### src/logic/acx_map.svh
/* Offsets, reset values, opcodes and counts for the acx block.
   Assumes inclusion by its bare name, after the package. */
`ifndef ACX_MAP_SVH
`define ACX_MAP_SVH
// ----------------------------------------
// Register offsets, W0..W15 at base + 4n
// ----------------------------------------
`define ACX_STATUS 8'h00
`define ACX_WDT_CFG 8'h04
`define ACX_WDT_CNT 8'h08
`define ACX_WDT_PRE 8'h0C
`define ACX_FIRST_ACCUMULATOR_L 8'h10
`define ACX_FIRST_ACCUMULATOR_M 8'h14
`define ACX_FIRST_ACCUMULATOR_U 8'h18
`define ACX_SECOND_ACCUMULATOR_L 8'h1C
`define ACX_SECOND_ACCUMULATOR_M 8'h20
`define ACX_SECOND_ACCUMULATOR_U 8'h24
`define ACX_DEFAULT_WORK_REG_PAGE 2'h1
// ----------------------------------------
// Reset values
// ----------------------------------------
`define ACX_WDT_CFG_RST 4'h0
`define ACX_SR_RST 6'h00
// ----------------------------------------
// Opcodes and field codes
// ----------------------------------------
`define ACX_OPC_ACC 8'hC3
`define ACX_OPC_WDT 24'hFE6000
`define ACX_OPC_INVF 8'hEE
`define ACX_OPC_INVW 8'hEA
`define ACX_PF_NONE 4'h4
`define ACX_PF_REG 4'hC
`define ACX_WB_DIR 2'h0
`define ACX_WB_IND 2'h1
`define ACX_WB_STEP 16'h0002
// ----------------------------------------
// Watchdog prescaler A terminal counts
// ----------------------------------------
`define ACX_PRA_SHORT 7'h1F
`define ACX_PRA_LONG 7'h7F
`endif

### src/logic/acx_pkg.sv
/* Types shared by the acx decoder and core.
   Assumes nothing beyond a SystemVerilog compiler. */
`default_nettype none
package acx_pkg;
  typedef enum logic [2:0] {ACX_NONE, ACX_ACC, ACX_WDT, ACX_INVF, ACX_INVW} acx_op_e;
  typedef enum logic [1:0] {
    ST_IDLE = 2'b00, ST_RDX = 2'b01, ST_RDY = 2'b11, ST_EXEC = 2'b10
  } acx_state_e;
  typedef struct packed {
    acx_op_e op;
    logic acc_b;
    logic [1:0] xd;
    logic [1:0] yd;
    logic [3:0] xop;
    logic [3:0] yop;
    logic [1:0] wb;
    logic byte_m;
    logic dest_f;
    logic [12:0] fadr;
    logic [2:0] qd;
    logic [3:0] dreg;
    logic [2:0] ps;
    logic [3:0] sreg;
  } acx_dec_s;
  typedef struct packed {
    logic clip_b;
    logic clip_a;
    logic ovf_b;
    logic ovf_a;
    logic neg;
    logic zero;
  } acx_sr_s;
  typedef struct packed {
    logic rd;
    logic wr;
    logic [1:0] be;
    logic [15:0] addr;
    logic [15:0] wdata;
  } acx_mem_s;
endpackage
`default_nettype wire

### src/logic/acx_core.sv
/* acx_core: executes accumulator clear with prefetch and write-back,
   watchdog restart and bitwise inversion; owns W0..W15, both
   accumulators, status flags and the watchdog counters.
   Assumes a data memory that answers a read in the cycle in which
   the request stands, and a register master that never waits. */
// Functional notes
// RL1 - Accumulator clear zeroes all 40 bits of the chosen accumulator.
// RL2 - Clear also drops that accumulator's overflow and clip flags only.
// RL3 - Accumulator clear is known by its upper opcode byte with bit 14 clear.
// RL4 - Optional X/Y prefetch via W8/W9, W10/W11 into W4..W7, step -6..6.
// RL5 - Optional rounded store of other accumulator to W13 or [W13]+=2.
// RL6 - Select bit picks write-back source; fields pick prefetch and store.
// RL7 - Watchdog restart zeroes count and both prescaler counts, no flags.
// RL8 - Watchdog restart leaves prescaler ratio settings alone.
// RL9 - Watchdog restart has one fixed encoding and takes one cycle.
// RL10 - File inversion writes ones' complement to W0 or the file register.
// RL11 - Size bit: word when 0, byte when 1 touches low byte only.
// RL12 - Inversions update only negative and zero flags from the result.
// RL13 - File inversion carries a 13-bit file address.
// RL14 - Default working register is W0.
// RL15 - File inversion has a single execute cycle.
// RL16 - Working inversion supports all six modes on source and dest.
// RL17 - Clear with no prefetch and no store touches no W or memory.
`include "acx_map.svh"
`timescale 1ns/100ps
`default_nettype none
module acx_core import acx_pkg::*; (
  input wire logic MCLK,
  input wire logic RST_B,
  input wire logic INSTR_VALID,
  input wire logic [23:0] INSTR,
  output logic INSTR_READY,
  output logic EXEC_DONE,
  output var acx_mem_s MEM_REQ,
  input wire logic [15:0] MEM_RDATA,
  input wire logic [7:0] BUS_ADDR,
  input wire logic [15:0] BUS_WDATA,
  input wire logic BUS_WR,
  input wire logic BUS_RD,
  output logic [15:0] BUS_RDATA
);
  localparam logic [3:0] W_DEF = 4'h0;
  localparam logic [3:0] W_OFS = 4'hC;
  localparam logic [3:0] W_WB = 4'hD;
  localparam logic [2:0] AM_DIR = 3'h0;
  localparam logic [2:0] AM_PSD = 3'h2;
  localparam logic [2:0] AM_PSI = 3'h3;
  localparam logic [2:0] AM_PRD = 3'h4;
  localparam logic [2:0] AM_PRI = 3'h5;

  // ----------------------------------------
  // Helpers
  // ----------------------------------------
  // Prefetch code to pointer step; codes 0, 4, 8, C do not move
  function automatic logic [15:0] pf_step(input logic [3:0] c);
    logic [15:0] s;
    s = 16'h0000;
    case (c[2:0])
      3'h1: s = 16'h0002;
      3'h2: s = 16'h0004;
      3'h3: s = 16'h0006;
      3'h5: s = 16'hFFFA;
      3'h6: s = 16'hFFFC;
      3'h7: s = 16'hFFFE;
      default: s = 16'h0000;
    endcase
    return s;
  endfunction

  function automatic logic [15:0] am_step(input logic [2:0] m, input logic b);
    logic [15:0] sz;
    sz = b ? 16'h0001 : 16'h0002;
    if (m == AM_PSI || m == AM_PRI) begin
      return sz;
    end
    if (m == AM_PSD || m == AM_PRD) begin
      return 16'h0000 - sz;
    end
    return 16'h0000;
  endfunction

  // Pre-modify modes address the moved pointer
  function automatic logic [15:0] am_ea(input logic [2:0] m, input logic b,
                                        input logic [15:0] w);
    return (m == AM_PRD || m == AM_PRI) ? w + am_step(m, b) : w;
  endfunction

  function automatic logic [15:0] merge(input logic b, input logic [15:0] old,
                                        input logic [15:0] nw);
    return b ? {old[15:8], nw[7:0]} : nw;
  endfunction

  // ----------------------------------------
  // State
  // ----------------------------------------
  logic [15:0] w_ff [16];
  logic [39:0] acc_a_ff;
  logic [39:0] acc_b_ff;
  acx_sr_s sr_ff;
  acx_state_e st_ff;
  acx_state_e nxt_st;
  acx_dec_s dec_ff;
  acx_dec_s dec_in;
  acx_mem_s nxt_mem;
  logic [15:0] opa_ff;
  logic [15:0] opb_ff;
  logic lane_ff;
  logic [3:0] cfg_ff;
  logic [15:0] wdt_cnt_ff;
  logic [6:0] pra_ff;
  logic [2:0] prb_ff;
  logic [15:0] rd_mux;

  acx_decode u_dec (
    .instr(INSTR),
    .dec(dec_in)
  );

  // ----------------------------------------
  // Sequencing
  // ----------------------------------------
  wire logic accept = INSTR_VALID && INSTR_READY;
  wire logic multi = dec_in.op inside {ACX_ACC, ACX_INVF, ACX_INVW};
  wire logic in_exec = st_ff == ST_EXEC;
  wire logic do_acc = in_exec && dec_ff.op == ACX_ACC;
  wire logic do_invf = in_exec && dec_ff.op == ACX_INVF;
  wire logic do_invw = in_exec && dec_ff.op == ACX_INVW;
  wire logic wdt_clear = accept && dec_in.op == ACX_WDT; // RL9

  // Every multi-cycle class walks RDX, RDY, EXEC; results land in EXEC
  always_comb begin
    nxt_st = st_ff;
    unique case (st_ff)
      ST_IDLE: nxt_st = (accept && multi) ? ST_RDX : ST_IDLE;
      ST_RDX: nxt_st = ST_RDY;
      ST_RDY: nxt_st = ST_EXEC;
      ST_EXEC: nxt_st = ST_IDLE; // RL15
    endcase
  end

  always_ff @(posedge MCLK or negedge RST_B) begin
    if (!RST_B) begin
      st_ff <= ST_IDLE;
      INSTR_READY <= 1'b1;
      EXEC_DONE <= 1'b0;
      dec_ff <= '0;
    end else begin
      st_ff <= nxt_st;
      INSTR_READY <= nxt_st == ST_IDLE;
      EXEC_DONE <= in_exec || (accept && !multi);
      if (accept) begin
        dec_ff <= dec_in;
      end
    end
  end

  // ----------------------------------------
  // Operand addresses and memory requests
  // ----------------------------------------
  wire logic [3:0] xp_in = {3'b100, dec_in.xop[3]};
  wire logic [3:0] xp = {3'b100, dec_ff.xop[3]};
  wire logic [3:0] yp = {3'b101, dec_ff.yop[3]};
  wire logic x_on = dec_ff.xop != `ACX_PF_NONE;
  wire logic y_on = dec_ff.yop != `ACX_PF_NONE;
  wire logic wb_dir = dec_ff.wb == `ACX_WB_DIR;
  wire logic wb_ind = dec_ff.wb == `ACX_WB_IND;
  wire logic [15:0] xa = dec_in.xop == `ACX_PF_REG ? w_ff[xp_in] + w_ff[W_OFS] :
                         w_ff[xp_in]; // RL4
  wire logic [15:0] ya = dec_ff.yop == `ACX_PF_REG ? w_ff[yp] + w_ff[W_OFS] : w_ff[yp];
  wire logic [15:0] rx_addr = dec_in.op == ACX_INVF ? {3'b000, dec_in.fadr} : // RL13
                              dec_in.op == ACX_INVW ?
                              am_ea(dec_in.ps, dec_in.byte_m, w_ff[dec_in.sreg]) : xa;
  wire logic rd_x = accept && ((dec_in.op == ACX_ACC && dec_in.xop != `ACX_PF_NONE) ||
                    dec_in.op == ACX_INVF || (dec_in.op == ACX_INVW && dec_in.ps != AM_DIR));
  wire logic rd_y = st_ff == ST_RDX && dec_ff.op == ACX_ACC && y_on;

  // ----------------------------------------
  // Results
  // ----------------------------------------
  wire logic [39:0] other = dec_ff.acc_b ? acc_a_ff : acc_b_ff; // RL6
  // Convergent: ties round toward the even result
  wire logic rnd_up = other[15] && (other[14:0] != 15'h0 || other[16]);
  wire logic [15:0] wb_round = other[31:16] + {15'h0, rnd_up}; // RL5
  wire logic [15:0] src_val = (dec_ff.op == ACX_INVW && dec_ff.ps == AM_DIR) ?
                              w_ff[dec_ff.sreg] : opa_ff;
  wire logic [15:0] inv_res = ~src_val;
  wire logic res_neg = dec_ff.byte_m ? inv_res[7] : inv_res[15]; // RL11
  wire logic res_zero = inv_res[7:0] == 8'h00 && (dec_ff.byte_m || inv_res[15:8] == 8'h00);
  wire logic wr_m = do_acc && wb_ind || do_invf && dec_ff.dest_f ||
                    do_invw && dec_ff.qd != AM_DIR;
  wire logic [15:0] wr_addr = dec_ff.op == ACX_ACC ? w_ff[W_WB] :
                              dec_ff.op == ACX_INVF ? {3'b000, dec_ff.fadr} :
                              am_ea(dec_ff.qd, dec_ff.byte_m, w_ff[dec_ff.dreg]);
  wire logic [15:0] wr_data = dec_ff.op == ACX_ACC ? wb_round :
                              dec_ff.byte_m ? {inv_res[7:0], inv_res[7:0]} : inv_res;
  wire logic [15:0] m_addr = wr_m ? wr_addr : rd_y ? ya : rx_addr;
  wire logic m_byte = wr_m ? dec_ff.byte_m : !rd_y && dec_in.byte_m;
  wire logic [1:0] m_be = !m_byte ? 2'b11 : m_addr[0] ? 2'b10 : 2'b01;
  assign nxt_mem = {rd_x || rd_y, wr_m, m_be, m_addr, wr_m ? wr_data : 16'h0000};

  always_ff @(posedge MCLK or negedge RST_B) begin
    if (!RST_B) begin
      MEM_REQ <= '0;
      lane_ff <= 1'b0;
      opa_ff <= 16'h0000;
      opb_ff <= 16'h0000;
    end else begin
      MEM_REQ <= nxt_mem;
      if (accept) begin
        lane_ff <= rx_addr[0];
      end
      if (st_ff == ST_RDX) begin
        opa_ff <= (dec_ff.byte_m && lane_ff) ? {8'h00, MEM_RDATA[15:8]} : MEM_RDATA;
      end
      if (st_ff == ST_RDY) begin
        opb_ff <= MEM_RDATA;
      end
    end
  end

  // ----------------------------------------
  // Register bus decode
  // ----------------------------------------
  wire logic w_hit = BUS_ADDR[7:6] == `ACX_DEFAULT_WORK_REG_PAGE && BUS_ADDR[1:0] == 2'b00;
  wire logic [3:0] w_idx = BUS_ADDR[5:2];
  wire logic wr_sr = BUS_WR && BUS_ADDR == `ACX_STATUS;
  wire logic wr_cfg = BUS_WR && BUS_ADDR == `ACX_WDT_CFG;

  always_comb begin
    rd_mux = 16'h0000;
    if (w_hit) begin
      rd_mux = w_ff[w_idx];
    end else begin
      case (BUS_ADDR)
        `ACX_STATUS: rd_mux = {10'h0, sr_ff};
        `ACX_WDT_CFG: rd_mux = {12'h0, cfg_ff};
        `ACX_WDT_CNT: rd_mux = wdt_cnt_ff;
        `ACX_WDT_PRE: rd_mux = {6'h0, prb_ff, pra_ff};
        `ACX_FIRST_ACCUMULATOR_L: rd_mux = acc_a_ff[15:0];
        `ACX_FIRST_ACCUMULATOR_M: rd_mux = acc_a_ff[31:16];
        `ACX_FIRST_ACCUMULATOR_U: rd_mux = {8'h00, acc_a_ff[39:32]};
        `ACX_SECOND_ACCUMULATOR_L: rd_mux = acc_b_ff[15:0];
        `ACX_SECOND_ACCUMULATOR_M: rd_mux = acc_b_ff[31:16];
        `ACX_SECOND_ACCUMULATOR_U: rd_mux = {8'h00, acc_b_ff[39:32]};
        default: rd_mux = 16'h0000;
      endcase
    end
  end

  always_ff @(posedge MCLK or negedge RST_B) begin
    if (!RST_B) begin
      BUS_RDATA <= 16'h0000;
    end else begin
      BUS_RDATA <= BUS_RD ? rd_mux : 16'h0000;
    end
  end

  // ----------------------------------------
  // Working registers; execution wins over a bus write
  // ----------------------------------------
  always_ff @(posedge MCLK or negedge RST_B) begin
    if (!RST_B) begin
      for (int i = 0; i < 16; i++) begin
        w_ff[i] <= 16'h0000;
      end
    end else begin
      if (BUS_WR && w_hit) begin
        w_ff[w_idx] <= BUS_WDATA;
      end
      if (do_acc && x_on) begin
        w_ff[xp] <= w_ff[xp] + pf_step(dec_ff.xop); // RL4
        w_ff[{2'b01, dec_ff.xd}] <= opa_ff; // RL6
      end
      if (do_acc && y_on) begin
        w_ff[yp] <= w_ff[yp] + pf_step(dec_ff.yop); // RL4
        w_ff[{2'b01, dec_ff.yd}] <= opb_ff; // RL6
      end
      if (do_acc && wb_dir) begin
        w_ff[W_WB] <= wb_round; // RL5
      end
      if (do_acc && wb_ind) begin
        w_ff[W_WB] <= w_ff[W_WB] + `ACX_WB_STEP; // RL5
      end
      if (do_invf && !dec_ff.dest_f) begin
        w_ff[W_DEF] <= merge(dec_ff.byte_m, w_ff[W_DEF], inv_res); // RL10 RL14
      end
      if (do_invw) begin
        w_ff[dec_ff.sreg] <= w_ff[dec_ff.sreg] + am_step(dec_ff.ps, dec_ff.byte_m); // RL16
        if (dec_ff.qd == AM_DIR) begin
          w_ff[dec_ff.dreg] <= merge(dec_ff.byte_m, w_ff[dec_ff.dreg], inv_res); // RL16
        end else begin
          w_ff[dec_ff.dreg] <= w_ff[dec_ff.dreg] + am_step(dec_ff.qd, dec_ff.byte_m);
        end
      end
    end
  end

  // ----------------------------------------
  // Accumulators and status
  // ----------------------------------------
  always_ff @(posedge MCLK or negedge RST_B) begin
    if (!RST_B) begin
      acc_a_ff <= 40'h0;
      acc_b_ff <= 40'h0;
      sr_ff <= `ACX_SR_RST;
    end else begin
      if (BUS_WR) begin
        case (BUS_ADDR)
          `ACX_FIRST_ACCUMULATOR_L: acc_a_ff[15:0] <= BUS_WDATA;
          `ACX_FIRST_ACCUMULATOR_M: acc_a_ff[31:16] <= BUS_WDATA;
          `ACX_FIRST_ACCUMULATOR_U: acc_a_ff[39:32] <= BUS_WDATA[7:0];
          `ACX_SECOND_ACCUMULATOR_L: acc_b_ff[15:0] <= BUS_WDATA;
          `ACX_SECOND_ACCUMULATOR_M: acc_b_ff[31:16] <= BUS_WDATA;
          `ACX_SECOND_ACCUMULATOR_U: acc_b_ff[39:32] <= BUS_WDATA[7:0];
          default: ;
        endcase
      end
      if (wr_sr) begin
        sr_ff <= BUS_WDATA[5:0];
      end
      if (do_acc && !dec_ff.acc_b) begin
        acc_a_ff <= 40'h0; // RL1
        sr_ff.ovf_a <= 1'b0; // RL2
        sr_ff.clip_a <= 1'b0; // RL2
      end
      if (do_acc && dec_ff.acc_b) begin
        acc_b_ff <= 40'h0; // RL1
        sr_ff.ovf_b <= 1'b0; // RL2
        sr_ff.clip_b <= 1'b0; // RL2
      end
      if (do_invf || do_invw) begin
        sr_ff.neg <= res_neg; // RL12
        sr_ff.zero <= res_zero; // RL12
      end
    end
  end

  // ----------------------------------------
  // Watchdog counters
  // ----------------------------------------
  // Ratio settings change only by a bus write, never by a restart
  wire logic [6:0] pra_top = cfg_ff[0] ? `ACX_PRA_LONG : `ACX_PRA_SHORT;
  wire logic pra_wrap = pra_ff == pra_top;
  wire logic prb_wrap = pra_wrap && prb_ff == cfg_ff[3:1];

  always_ff @(posedge MCLK or negedge RST_B) begin
    if (!RST_B) begin
      cfg_ff <= `ACX_WDT_CFG_RST;
      pra_ff <= 7'h00;
      prb_ff <= 3'h0;
      wdt_cnt_ff <= 16'h0000;
    end else begin
      if (wr_cfg) begin
        cfg_ff <= BUS_WDATA[3:0]; // RL8
      end
      if (wdt_clear) begin
        pra_ff <= 7'h00; // RL7
        prb_ff <= 3'h0; // RL7
        wdt_cnt_ff <= 16'h0000; // RL7
      end else begin
        pra_ff <= pra_wrap ? 7'h00 : pra_ff + 7'h01;
        prb_ff <= prb_wrap ? 3'h0 : pra_wrap ? prb_ff + 3'h1 : prb_ff;
        wdt_cnt_ff <= prb_wrap ? wdt_cnt_ff + 16'h0001 : wdt_cnt_ff;
      end
    end
  end

  // ----------------------------------------
  // Checks
  // ----------------------------------------
  AST_ACC_ZERO: assert property (@(posedge MCLK) disable iff (!RST_B) // RL1
    do_acc && !dec_ff.acc_b && !BUS_WR |=> acc_a_ff == 40'h0 && $stable(acc_b_ff))
    else $error("selected accumulator not cleared");
  AST_ACC_FLAGS: assert property (@(posedge MCLK) disable iff (!RST_B) // RL2
    do_acc && dec_ff.acc_b && !BUS_WR |=> !sr_ff.ovf_b && !sr_ff.clip_b &&
    sr_ff.ovf_a == $past(sr_ff.ovf_a) && sr_ff.clip_a == $past(sr_ff.clip_a))
    else $error("accumulator flags wrong after clear");
  AST_ACC_SEQ: assert property (@(posedge MCLK) disable iff (!RST_B) // RL3
    accept && INSTR[23:16] == `ACX_OPC_ACC && !INSTR[14] |=>
    st_ff == ST_RDX ##1 st_ff == ST_RDY ##1 in_exec ##1 INSTR_READY)
    else $error("accumulator clear not sequenced");
  AST_PREFETCH: assert property (@(posedge MCLK) disable iff (!RST_B) // RL4
    do_acc && x_on && !BUS_WR |=> w_ff[{2'b01, dec_ff.xd}] == $past(opa_ff) &&
    w_ff[xp] == $past(w_ff[xp]) + $past(pf_step(dec_ff.xop)))
    else $error("X prefetch wrong");
  AST_WB_MEM: assert property (@(posedge MCLK) disable iff (!RST_B) // RL5
    do_acc && wb_ind && !BUS_WR |=> MEM_REQ.wr && MEM_REQ.addr == $past(w_ff[W_WB]) &&
    MEM_REQ.wdata == $past(wb_round) && w_ff[W_WB] == $past(w_ff[W_WB]) + 16'h0002)
    else $error("indirect write-back wrong");
  AST_WB_SRC: assert property (@(posedge MCLK) disable iff (!RST_B) // RL6
    do_acc && wb_dir && !BUS_WR |=>
    (w_ff[W_WB] - $past(other[31:16])) inside {16'h0000, 16'h0001})
    else $error("write-back source wrong");
  AST_WDT_CLEAR: assert property (@(posedge MCLK) disable iff (!RST_B) // RL7
    wdt_clear && !BUS_WR |=> wdt_cnt_ff == 16'h0000 && pra_ff == 7'h00 &&
    prb_ff == 3'h0 && $stable(sr_ff))
    else $error("watchdog restart incomplete");
  AST_WDT_CFG: assert property (@(posedge MCLK) disable iff (!RST_B) // RL8
    wdt_clear && !BUS_WR |=> $stable(cfg_ff))
    else $error("prescaler settings changed");
  AST_WDT_ONE: assert property (@(posedge MCLK) disable iff (!RST_B) // RL9
    wdt_clear |=> INSTR_READY && EXEC_DONE)
    else $error("watchdog restart not one cycle");
  AST_INVF_W0: assert property (@(posedge MCLK) disable iff (!RST_B) // RL10
    do_invf && !dec_ff.dest_f && !dec_ff.byte_m && !BUS_WR |=> w_ff[W_DEF] == ~$past(opa_ff))
    else $error("file inversion to W0 wrong");
  AST_BYTE_KEEP: assert property (@(posedge MCLK) disable iff (!RST_B) // RL11
    do_invf && !dec_ff.dest_f && dec_ff.byte_m && !BUS_WR |=>
    w_ff[W_DEF][15:8] == $past(w_ff[W_DEF][15:8]))
    else $error("byte inversion touched high byte");
  AST_NZ: assert property (@(posedge MCLK) disable iff (!RST_B) // RL12
    (do_invf || do_invw) && !BUS_WR |=> sr_ff.zero == $past(res_zero) &&
    sr_ff.neg == $past(res_neg) && sr_ff[5:2] == $past(sr_ff[5:2]))
    else $error("inversion flags wrong");
  AST_INVF_ADDR: assert property (@(posedge MCLK) disable iff (!RST_B) // RL13
    accept && dec_in.op == ACX_INVF |=> MEM_REQ.rd && MEM_REQ.addr == {3'b000, $past(INSTR[12:0])})
    else $error("file address wrong");
  AST_INV_TIME: assert property (@(posedge MCLK) disable iff (!RST_B) // RL15
    accept && dec_in.op == ACX_INVF |-> ##3 in_exec ##1 (INSTR_READY && EXEC_DONE))
    else $error("file inversion timing wrong");
  AST_INVW_DIR: assert property (@(posedge MCLK) disable iff (!RST_B) // RL16
    do_invw && dec_ff.ps == AM_DIR && dec_ff.qd == AM_DIR && !dec_ff.byte_m && !BUS_WR |=>
    w_ff[dec_ff.dreg] == ~$past(w_ff[dec_ff.sreg]))
    else $error("register inversion wrong");
  AST_NO_SIDE: assert property (@(posedge MCLK) disable iff (!RST_B) // RL17
    do_acc && !x_on && !y_on && !wb_dir && !wb_ind && !BUS_WR |=>
    !MEM_REQ.wr && $stable(w_ff[4]) && $stable(w_ff[8]) && $stable(w_ff[W_WB]))
    else $error("plain clear had side effects");
endmodule
`default_nettype wire

### src/logic/acx_decode.sv
/* acx_decode: splits a 24-bit instruction word into class and fields.
   Assumes the word is stable while the core samples it. */
`include "acx_map.svh"
`timescale 1ns/100ps
`default_nettype none
module acx_decode import acx_pkg::*; (
  input wire logic [23:0] instr,
  output var acx_dec_s dec
);
  // ----------------------------------------
  // Class match
  // ----------------------------------------
  wire logic hit_acc = instr[23:16] == `ACX_OPC_ACC && !instr[14]; // RL3
  wire logic hit_wdt = instr == `ACX_OPC_WDT; // RL9
  wire logic hit_invf = instr[23:15] == {`ACX_OPC_INVF, 1'b1}; // RL13
  wire logic hit_invw = instr[23:15] == {`ACX_OPC_INVW, 1'b1};
  acx_op_e op;
  assign op = hit_acc ? ACX_ACC : hit_wdt ? ACX_WDT : hit_invf ? ACX_INVF :
              hit_invw ? ACX_INVW : ACX_NONE;
  // ----------------------------------------
  // Fields overlap; each class reads its own
  // ----------------------------------------
  assign dec = {op, instr[15], instr[13:0], instr[14:13], instr[12:0], instr[13:0]}; // RL6
endmodule
`default_nettype wire

### config.mk
export PLATFORM = sky130hd
export DESIGN_NAME = acx_core
export DESIGN_NICKNAME = d
export VERILOG_FILES = /design/src/logic/acx_pkg.sv /design/src/logic/acx_core.sv /design/src/logic/acx_decode.sv
export VERILOG_INCLUDE_DIRS = /design/src /design/src/logic
export SDC_FILE = /design/constraint.sdc
export NUM_CORES = 2
export LEC_CHECK = 0
export BUFFER_PORTS_ARGS = -buffer_cell sky130_fd_sc_hd__buf_2
export CORE_ASPECT_RATIO = 0.7
export CORE_UTILIZATION = 30
export CTS_CLUSTER_SIZE = 40
export DETAILED_ROUTE_END_ITERATION = 16
export MAX_ROUTING_LAYER = met4
export SYNTH_ARGS = -nofsm -noshare
export SYNTH_HDL_FRONTEND = slang
export SYNTH_HIERARCHICAL = 1
export SYNTH_SLANG_ARGS = --single-unit
### constraint.sdc
create_clock -name MCLK -period 6.89 [get_ports MCLK]
set_input_delay 0.3445 -clock MCLK [delete_from_list [all_inputs] [get_ports MCLK]]
set_output_delay 0.3445 -clock MCLK [all_outputs]
set_load 0.02 [all_outputs]
## Word-level counts from Yosys, hierarchy flattened

Index checks and enable logic that the tools add are counted.
Widths: inputs -> output; s select.

| word-level totals | value |
|---|---|
| register bits | 508 |
| output and inout bits | 54 |
| word-level logic and storage cells | 393 |

| cells by class | value |
|---|---|
| $add $sub $neg | 15 |
| magnitude comparators | 16 |
| equal/unequal tests | 56 |
| mux-type cells | 145 |
| bitwise logic cells | 10 |
| reduce and logical (&&, ||, !) cells | 93 |

Operator list:

| cell | number |
|---|---|
| $bwmux 256 | 8 |
| $mux 256 | 5 |
| $mux 16 | 68 |
| $bmux 16 s4 | 7 |
| $demux 16 s4 | 7 |
| $pmux 16 s6 | 2 |
| $mux 40 | 4 |
| $pmux 16 s10 | 1 |
| $add 16x16->16 | 8 |
| $ge 5x5->1 const B | 9 |
| $eq 3x3->1 const B | 14 |
| $eq 3x2->1 const B | 13 |
| $logic_and 1x1->1 | 39 |
| $lt 5x1->1 const B | 7 |
| $not 4->5 | 7 |
| $eq 8x5->1 const B | 4 |
| $mux 32 | 1 |
| $eq 24x24->1 const B | 1 |
| $logic_not 8->1 | 3 |
| $reduce_bool 2->1 | 12 |
| $mux 1 | 23 |
| $mux 3 | 7 |
| $mux 7 | 3 |
| $eq 9x9->1 const B | 2 |
| 30 further kinds | 80 |

## Logic depth before layout (Yosys ltp)

| depth | value |
|---|---|
| word-level depth | 19 |
| depth in mapped cells | 17 |
| gate-level depth less buffers | 13 |

## By module

Netlist, hierarchy kept.

By module, submodules not included:

| module | times used | cells each | area each (µm²) |
|---|---|---|---|
| acx_core | 1 | 4,608 | 42,712.2 |
| acx_decode | 1 | 62 | 452.9 |

## Least setup slack after synthesis

OpenSTA, ideal clock, no wires.

| timing path | value |
|---|---|
| path type | register -> register |
| from | register dec_ff[0] (netlist bit) |
| to | register w_ff[254] (netlist bit) |
| arrival time | 4,593 ps |
| required time | 6,751 ps |
| setup slack | 2,158 ps |
| stages on the path, launching flop included | 18 |
| path buffers | 4 |
| clock period less this slack | 4,732 ps |
| cell sequence | dfrtp_1 buf_6 buf_6 buf_6 mux4_2 mux4_2 ha_1 fa_1 a21o_1 a21oi_1 nor2b_1 o2111ai_1 a31oi_1 a311o_1 a21oi_1 xor2_1 buf_2 o221ai_1 |

| between the ends | value |
|---|---|
| longest elaborated chain between the ends | 12 |

RTL lines:

| what | line | RTL |
|---|---|---|
| from (decl) | acx_core.sv:102 | `acx_dec_s dec_ff;` |
| from (signal assigned) | acx_core.sv:152 | `dec_ff <= dec_in;` |
| $not 4->5 (implied by the code) (*) | acx_core.sv:185, acx_core.sv:288 |  |
| parallel branches: the longest is 10 deep, another holds $add 16x16->16 | n/a |  |
| $mux 256 (*) | acx_core.sv:287 | `if (do_invw) begin` |
| to (signal, indexed assignment) | acx_core.sv:288 | `w_ff[dec_ff.sreg] <= w_ff[dec_ff.sreg] + am_step(dec_ff.ps, dec_ff.byte_m);` |
| to (signal, indexed assignment) | acx_core.sv:290 | `w_ff[dec_ff.dreg] <= merge(dec_ff.byte_m, w_ff[dec_ff.dreg], inv_res);` |
| to (signal, indexed assignment) | acx_core.sv:292 | `w_ff[dec_ff.dreg] <= w_ff[dec_ff.dreg] + am_step(dec_ff.qd, dec_ff.byte_m);` |
| to (decl) | acx_core.sv:96 | `logic [15:0] w_ff [16];` |

Every way passes the cells marked *. The select of a mux whose other input is x is not followed.
A chain may end at the register's enable or synchronous reset.

## Final worst setup path

| timing path | value |
|---|---|
| from | register dec_ff[0] (netlist bit) |
| to | register w_ff[141] (netlist bit) |

| between the ends | value |
|---|---|
| longest elaborated chain between the ends | 10 |

RTL lines:

| what | line | RTL |
|---|---|---|
| $not 4->5 (implied by the code) (*) | acx_core.sv:185, acx_core.sv:288 |  |
| parallel branches: the longest is 7 deep, another holds $add 16x16->16 | n/a |  |
| $mux 256 (*) | acx_core.sv:289 | `if (dec_ff.qd == AM_DIR) begin` |
| $mux 256 (*) | acx_core.sv:287 |  |

Marked as above.

==> flow_metrics.env <==
export IMPL_status="finished with violations"
export IMPL_violations="max-capacitance violations, max-slew violations"
export IMPL_worstSkewPairLatency_ns=0.73
export IMPL_syn_area_per_cell_um2=9.243
export IMPL_max_freq_mhz=164.8
export IMPL_vias_per_cell=6.887
export IMPL_rows=116
export IMPL_clock_power_share=0.231
export IMPL_worstSetupPathType="flop to flop"
export IMPL_power_switching_mw=7.525
export IMPL_setup_viol=0
export IMPL_antenna_found_initial=28
export IMPL_io_pins=123
export IMPL_cp_max_fo=30
export IMPL_gp_congestion=1.100
export IMPL_start_util=0.3022
export IMPL_startpoint_type="flop"
export IMPL_drt_initial_drc_count=8917
export IMPL_finalPower_mw=14.62
export IMPL_wl_per_cell_um=38.90
export IMPL_powerDensity_mw_per_mm2=304.4
export IMPL_drc=0
export IMPL_cts_sinks=508
export IMPL_async_flop_share=1.000
export IMPL_syn_inst=4670
export IMPL_fp_dieW_um=455.4
export IMPL_period_share=0.8806
export IMPL_relSlewSlack=-0.05871
export IMPL_htreeDepth=2
export IMPL_core_mm2=0.1428
export IMPL_max_clock_path_buffers=3
export IMPL_ys_seq_elements=508
export IMPL_first_pass_iters=7
export IMPL_gr_usage_all_layers=0.3518
export IMPL_leakagePower_nw=17.82
export IMPL_finalHoldViolCount=0
export IMPL_rsz0062_at_grt="false"
export IMPL_final_nets=4769
export IMPL_grt_pass1_wl_um=346900
export IMPL_clockRootBuffer="clkbuf_16"
export IMPL_dieArea_mm2=0.1454
export IMPL_clkTransAtPathRegs_ns=0.07
export IMPL_fin_skew_ns=0.05178
export IMPL_via_count=45200
export IMPL_crit_arrival_ns=6.63
export IMPL_swShare=0.5145
export IMPL_cts_tree="yes"
export IMPL_ir_worst_vdd_uv=283.8
export IMPL_grt_pass1_vias=40600
export IMPL_ctsResizeCount=0
export IMPL_overflow=0
export IMPL_setup_worst_path_end_class="flop"
export IMPL_period_needed_ns=6.067
export IMPL_routed_wl_um=255300
export IMPL_yosysUniqueCellTypes=90
export IMPL_syn_nets=4854
export IMPL_drive_above_1_share=0.1974
export IMPL_p_comb_frac=0.497
export IMPL_dpl_hpwl_um=190700
export IMPL_hp_class="input pin to flop"
export IMPL_fp_dieH_um=319.4
export IMPL_ys_flop_type="dfrtp_1"
export IMPL_synth_edff_count=0
export IMPL_report_final_slew_viol_count=2
export IMPL_syn_to_final_growth_pct=11.32
export IMPL_ys_warn_count=6
export IMPL_seq_area_frac_synth=0.2945
export IMPL_ant_nets=0
export IMPL_p_seq_frac=0.271
export IMPL_port_buffers=122
export IMPL_n_fill_cell=14670
export IMPL_fin_tns_setup_ns=0
export IMPL_crit_required_ns=7.45
export IMPL_syn_area_mm2=0.04317
export IMPL_max_slew_worst_pin_slew_ns=1.571
export IMPL_grt_max_degree=170
export IMPL_cts_made_buffers=58
export IMPL_p_int_mw=7.100
export IMPL_drv_cap=1
==> cell usage after synthesis, drive strengths merged (9+ instances only) <==
master	n	area share
a32oi	68	0.014
a31oi	28	0.0041
o211ai	37	0.0064
a22o	14	0.0028
o21a	20	0.0035
or2	10	0.0014
mux2	121	0.032
clkbuf	283	0.025
ha	108	0.031
nand3b	11	0.0019
nand2b	29	0.0042
o31ai	13	0.0023
a211oi	102	0.018
a21oi	374	0.044
nor4	24	0.0035
o21bai	11	0.0019
nor2b	39	0.0057
buf	154	0.022
o21ai	177	0.021
a311oi	9	0.0020
nor3	63	0.0082
xor2	57	0.012
mux2i	147	0.036
a221oi	61	0.014
or3	20	0.0029
o22ai	134	0.019
a22oi	64	0.011
nor2	316	0.028
nand4	22	0.0032
nand2	760	0.066
a32o	10	0.0023
inv	41	0.0036
o221ai	33	0.0067
xnor2	74	0.015
and3	44	0.0064
dfrtp	507	0.29
and2	22	0.0032
a21o	36	0.0063
mux4	315	0.16
nor3b	17	0.0031
nand3	159	0.018
a222oi	38	0.0088
==> critical path: stages, from the launching register on <==
cell       delay [ns]
dfrtp_4          0.84
buf_4            0.41
mux4_2           0.55
mux4_2           0.54
ha_1             0.44
a21o_1           0.27
nor2_1           0.11
o211ai_1         0.21
a31oi_1          0.72
o2111ai_1        0.25
a21oi_1          0.26
xnor2_1          0.23
inv_1            0.51
a221oi_1         0.52
==> sequential cells by signal, indices dropped and copies added, names as in the netlist, 2 cells and up <==
| name | flops |
|---|---|
| acc_a_ff | 40 |
| prb_ff | 3 |
| MEM_REQ | 36 |
| w_ff | 256 |
| wdt_cnt_ff | 16 |
| acc_b_ff | 40 |
| pra_ff | 7 |
| opb_ff | 16 |
| sr_ff | 6 |
| BUS_RDATA | 16 |
| dec_ff | 47 |
| st_ff | 2 |
| opa_ff | 16 |
| cfg_ff | 4 |
==> routing by layer <==
layer	vias to the layer above	GRT usage	wire length, µm
met5	-	-	0
met4	0	0.1343	11960
met3	651	0.1915	45600
met2	4068	0.4256	94280
met1	22800	0.4738	103500
li1	17680	-	-
==> path summary, 6_finish.rpt <==
kind                                        from                      to  slack, ns  depth (start not counted)
setup / recovery           dec_ff[0]$_DFFE_PN0P_     w_ff[141]$_DFF_PN0_       0.82                         13
hold / removal                         INSTR[11]  dec_ff[40]$_DFFE_PN0P_       0.06                          2
setup reg to reg           dec_ff[0]$_DFFE_PN0P_     w_ff[141]$_DFF_PN0_       0.82                         13
hold reg to reg               st_ff[0]$_DFF_PN0_      st_ff[1]$_DFF_PN0_       0.49                          0
max in group asynchronous                  RST_B  dec_ff[27]$_DFFE_PN0P_       5.23                          3
min in group asynchronous                  RST_B     w_ff[183]$_DFF_PN0_       0.20                          2
==> power by group through the flow <==
| stage | Combinational (mW) | Clock (mW) | Sequential (mW) |
|---|---|---|---|
| 6_report | 7.27 | 3.39 | 3.97 |
| 5_1_grt | 7.20 | 3.51 | 3.96 |
| 4_1_cts | 6.72 | 3.38 | 3.90 |
| 3_5_place_dp | 6.69 | 0 | 3.95 |
| 3_3_place_gp | 6.69 | 0 | 3.96 |
| 2_1_floorplan | 3.71 | 0 | 3.55 |
==> repair_timing <==
item	in CTS	in global routing
hold buffers	22	0
setup buffers	0	0
endpoints found under the hold margin	105	0
==> cells in the final DEF (no fill, tap or decap), drive strengths merged, types with 36 or more instances in the layout <==
| cell type | count |
|---|---|
| nand3 | 159 |
| buf | 270 |
| nor3 | 63 |
| a32oi | 68 |
| a22oi | 64 |
| mux4 | 315 |
| o21ai | 177 |
| mux2i | 147 |
| a211oi | 102 |
| inv | 44 |
| xor2 | 57 |
| nor2 | 316 |
| a21oi | 374 |
| nand2 | 760 |
| and3 | 44 |
| a21o | 36 |
| a221oi | 61 |
| a222oi | 38 |
| o211ai | 37 |
| dfrtp | 507 |
| diode | 40 |
| nor2b | 39 |
| clkbuf | 78 |
| ha | 108 |
| mux2 | 121 |
| xnor2 | 74 |
| o22ai | 134 |
==> through the flow <==
step	area (µm²)	hold slack [ns]	util	instances	worst slack, ns
CTS	47950	0.04695	0.3357	6523	0.9385
global placement	45740	0.3859	0.3203	6391	1.239
global route	48020	0.06583	0.3362	6550	0.6936
finish	48050	0.06036	0.3364	6563	0.8225
detailed placement	45740	0.3944	0.3203	6391	1.055
floorplan	43170	0.04891	-	4670	2.158
==> area by class of cell <==
type | count | area [µm²] | area share
Multi-Input combinational cell | 3684 | 28670 | 0.5966
Sequential cell | 508 | 12730 | 0.2649
Tap cell | 1888 | 2362 | 0.04916
Timing Repair Buffer | 292 | 2049 | 0.04265
Clock buffer | 78 | 1637 | 0.03406
Clock inverter | 32 | 351.6 | 0.007317
Inverter | 41 | 153.9 | 0.003203
Antenna cell | 40 | 100.1 | 0.002083
==> cells by family after synthesis <==
logic type                 count (synthesis)  synth area share
buffers and inverters                    478           0.04983
AOI/OAI and AO/OA                       1294            0.2009
muxes                                    583            0.2319
and+or+nand+nor                         1561            0.1617
xor gates and xnor gates                 131           0.02658
DFF                                      508            0.2945
adders and majority gates                115           0.03455
Power figures use the tool's default switching activity.
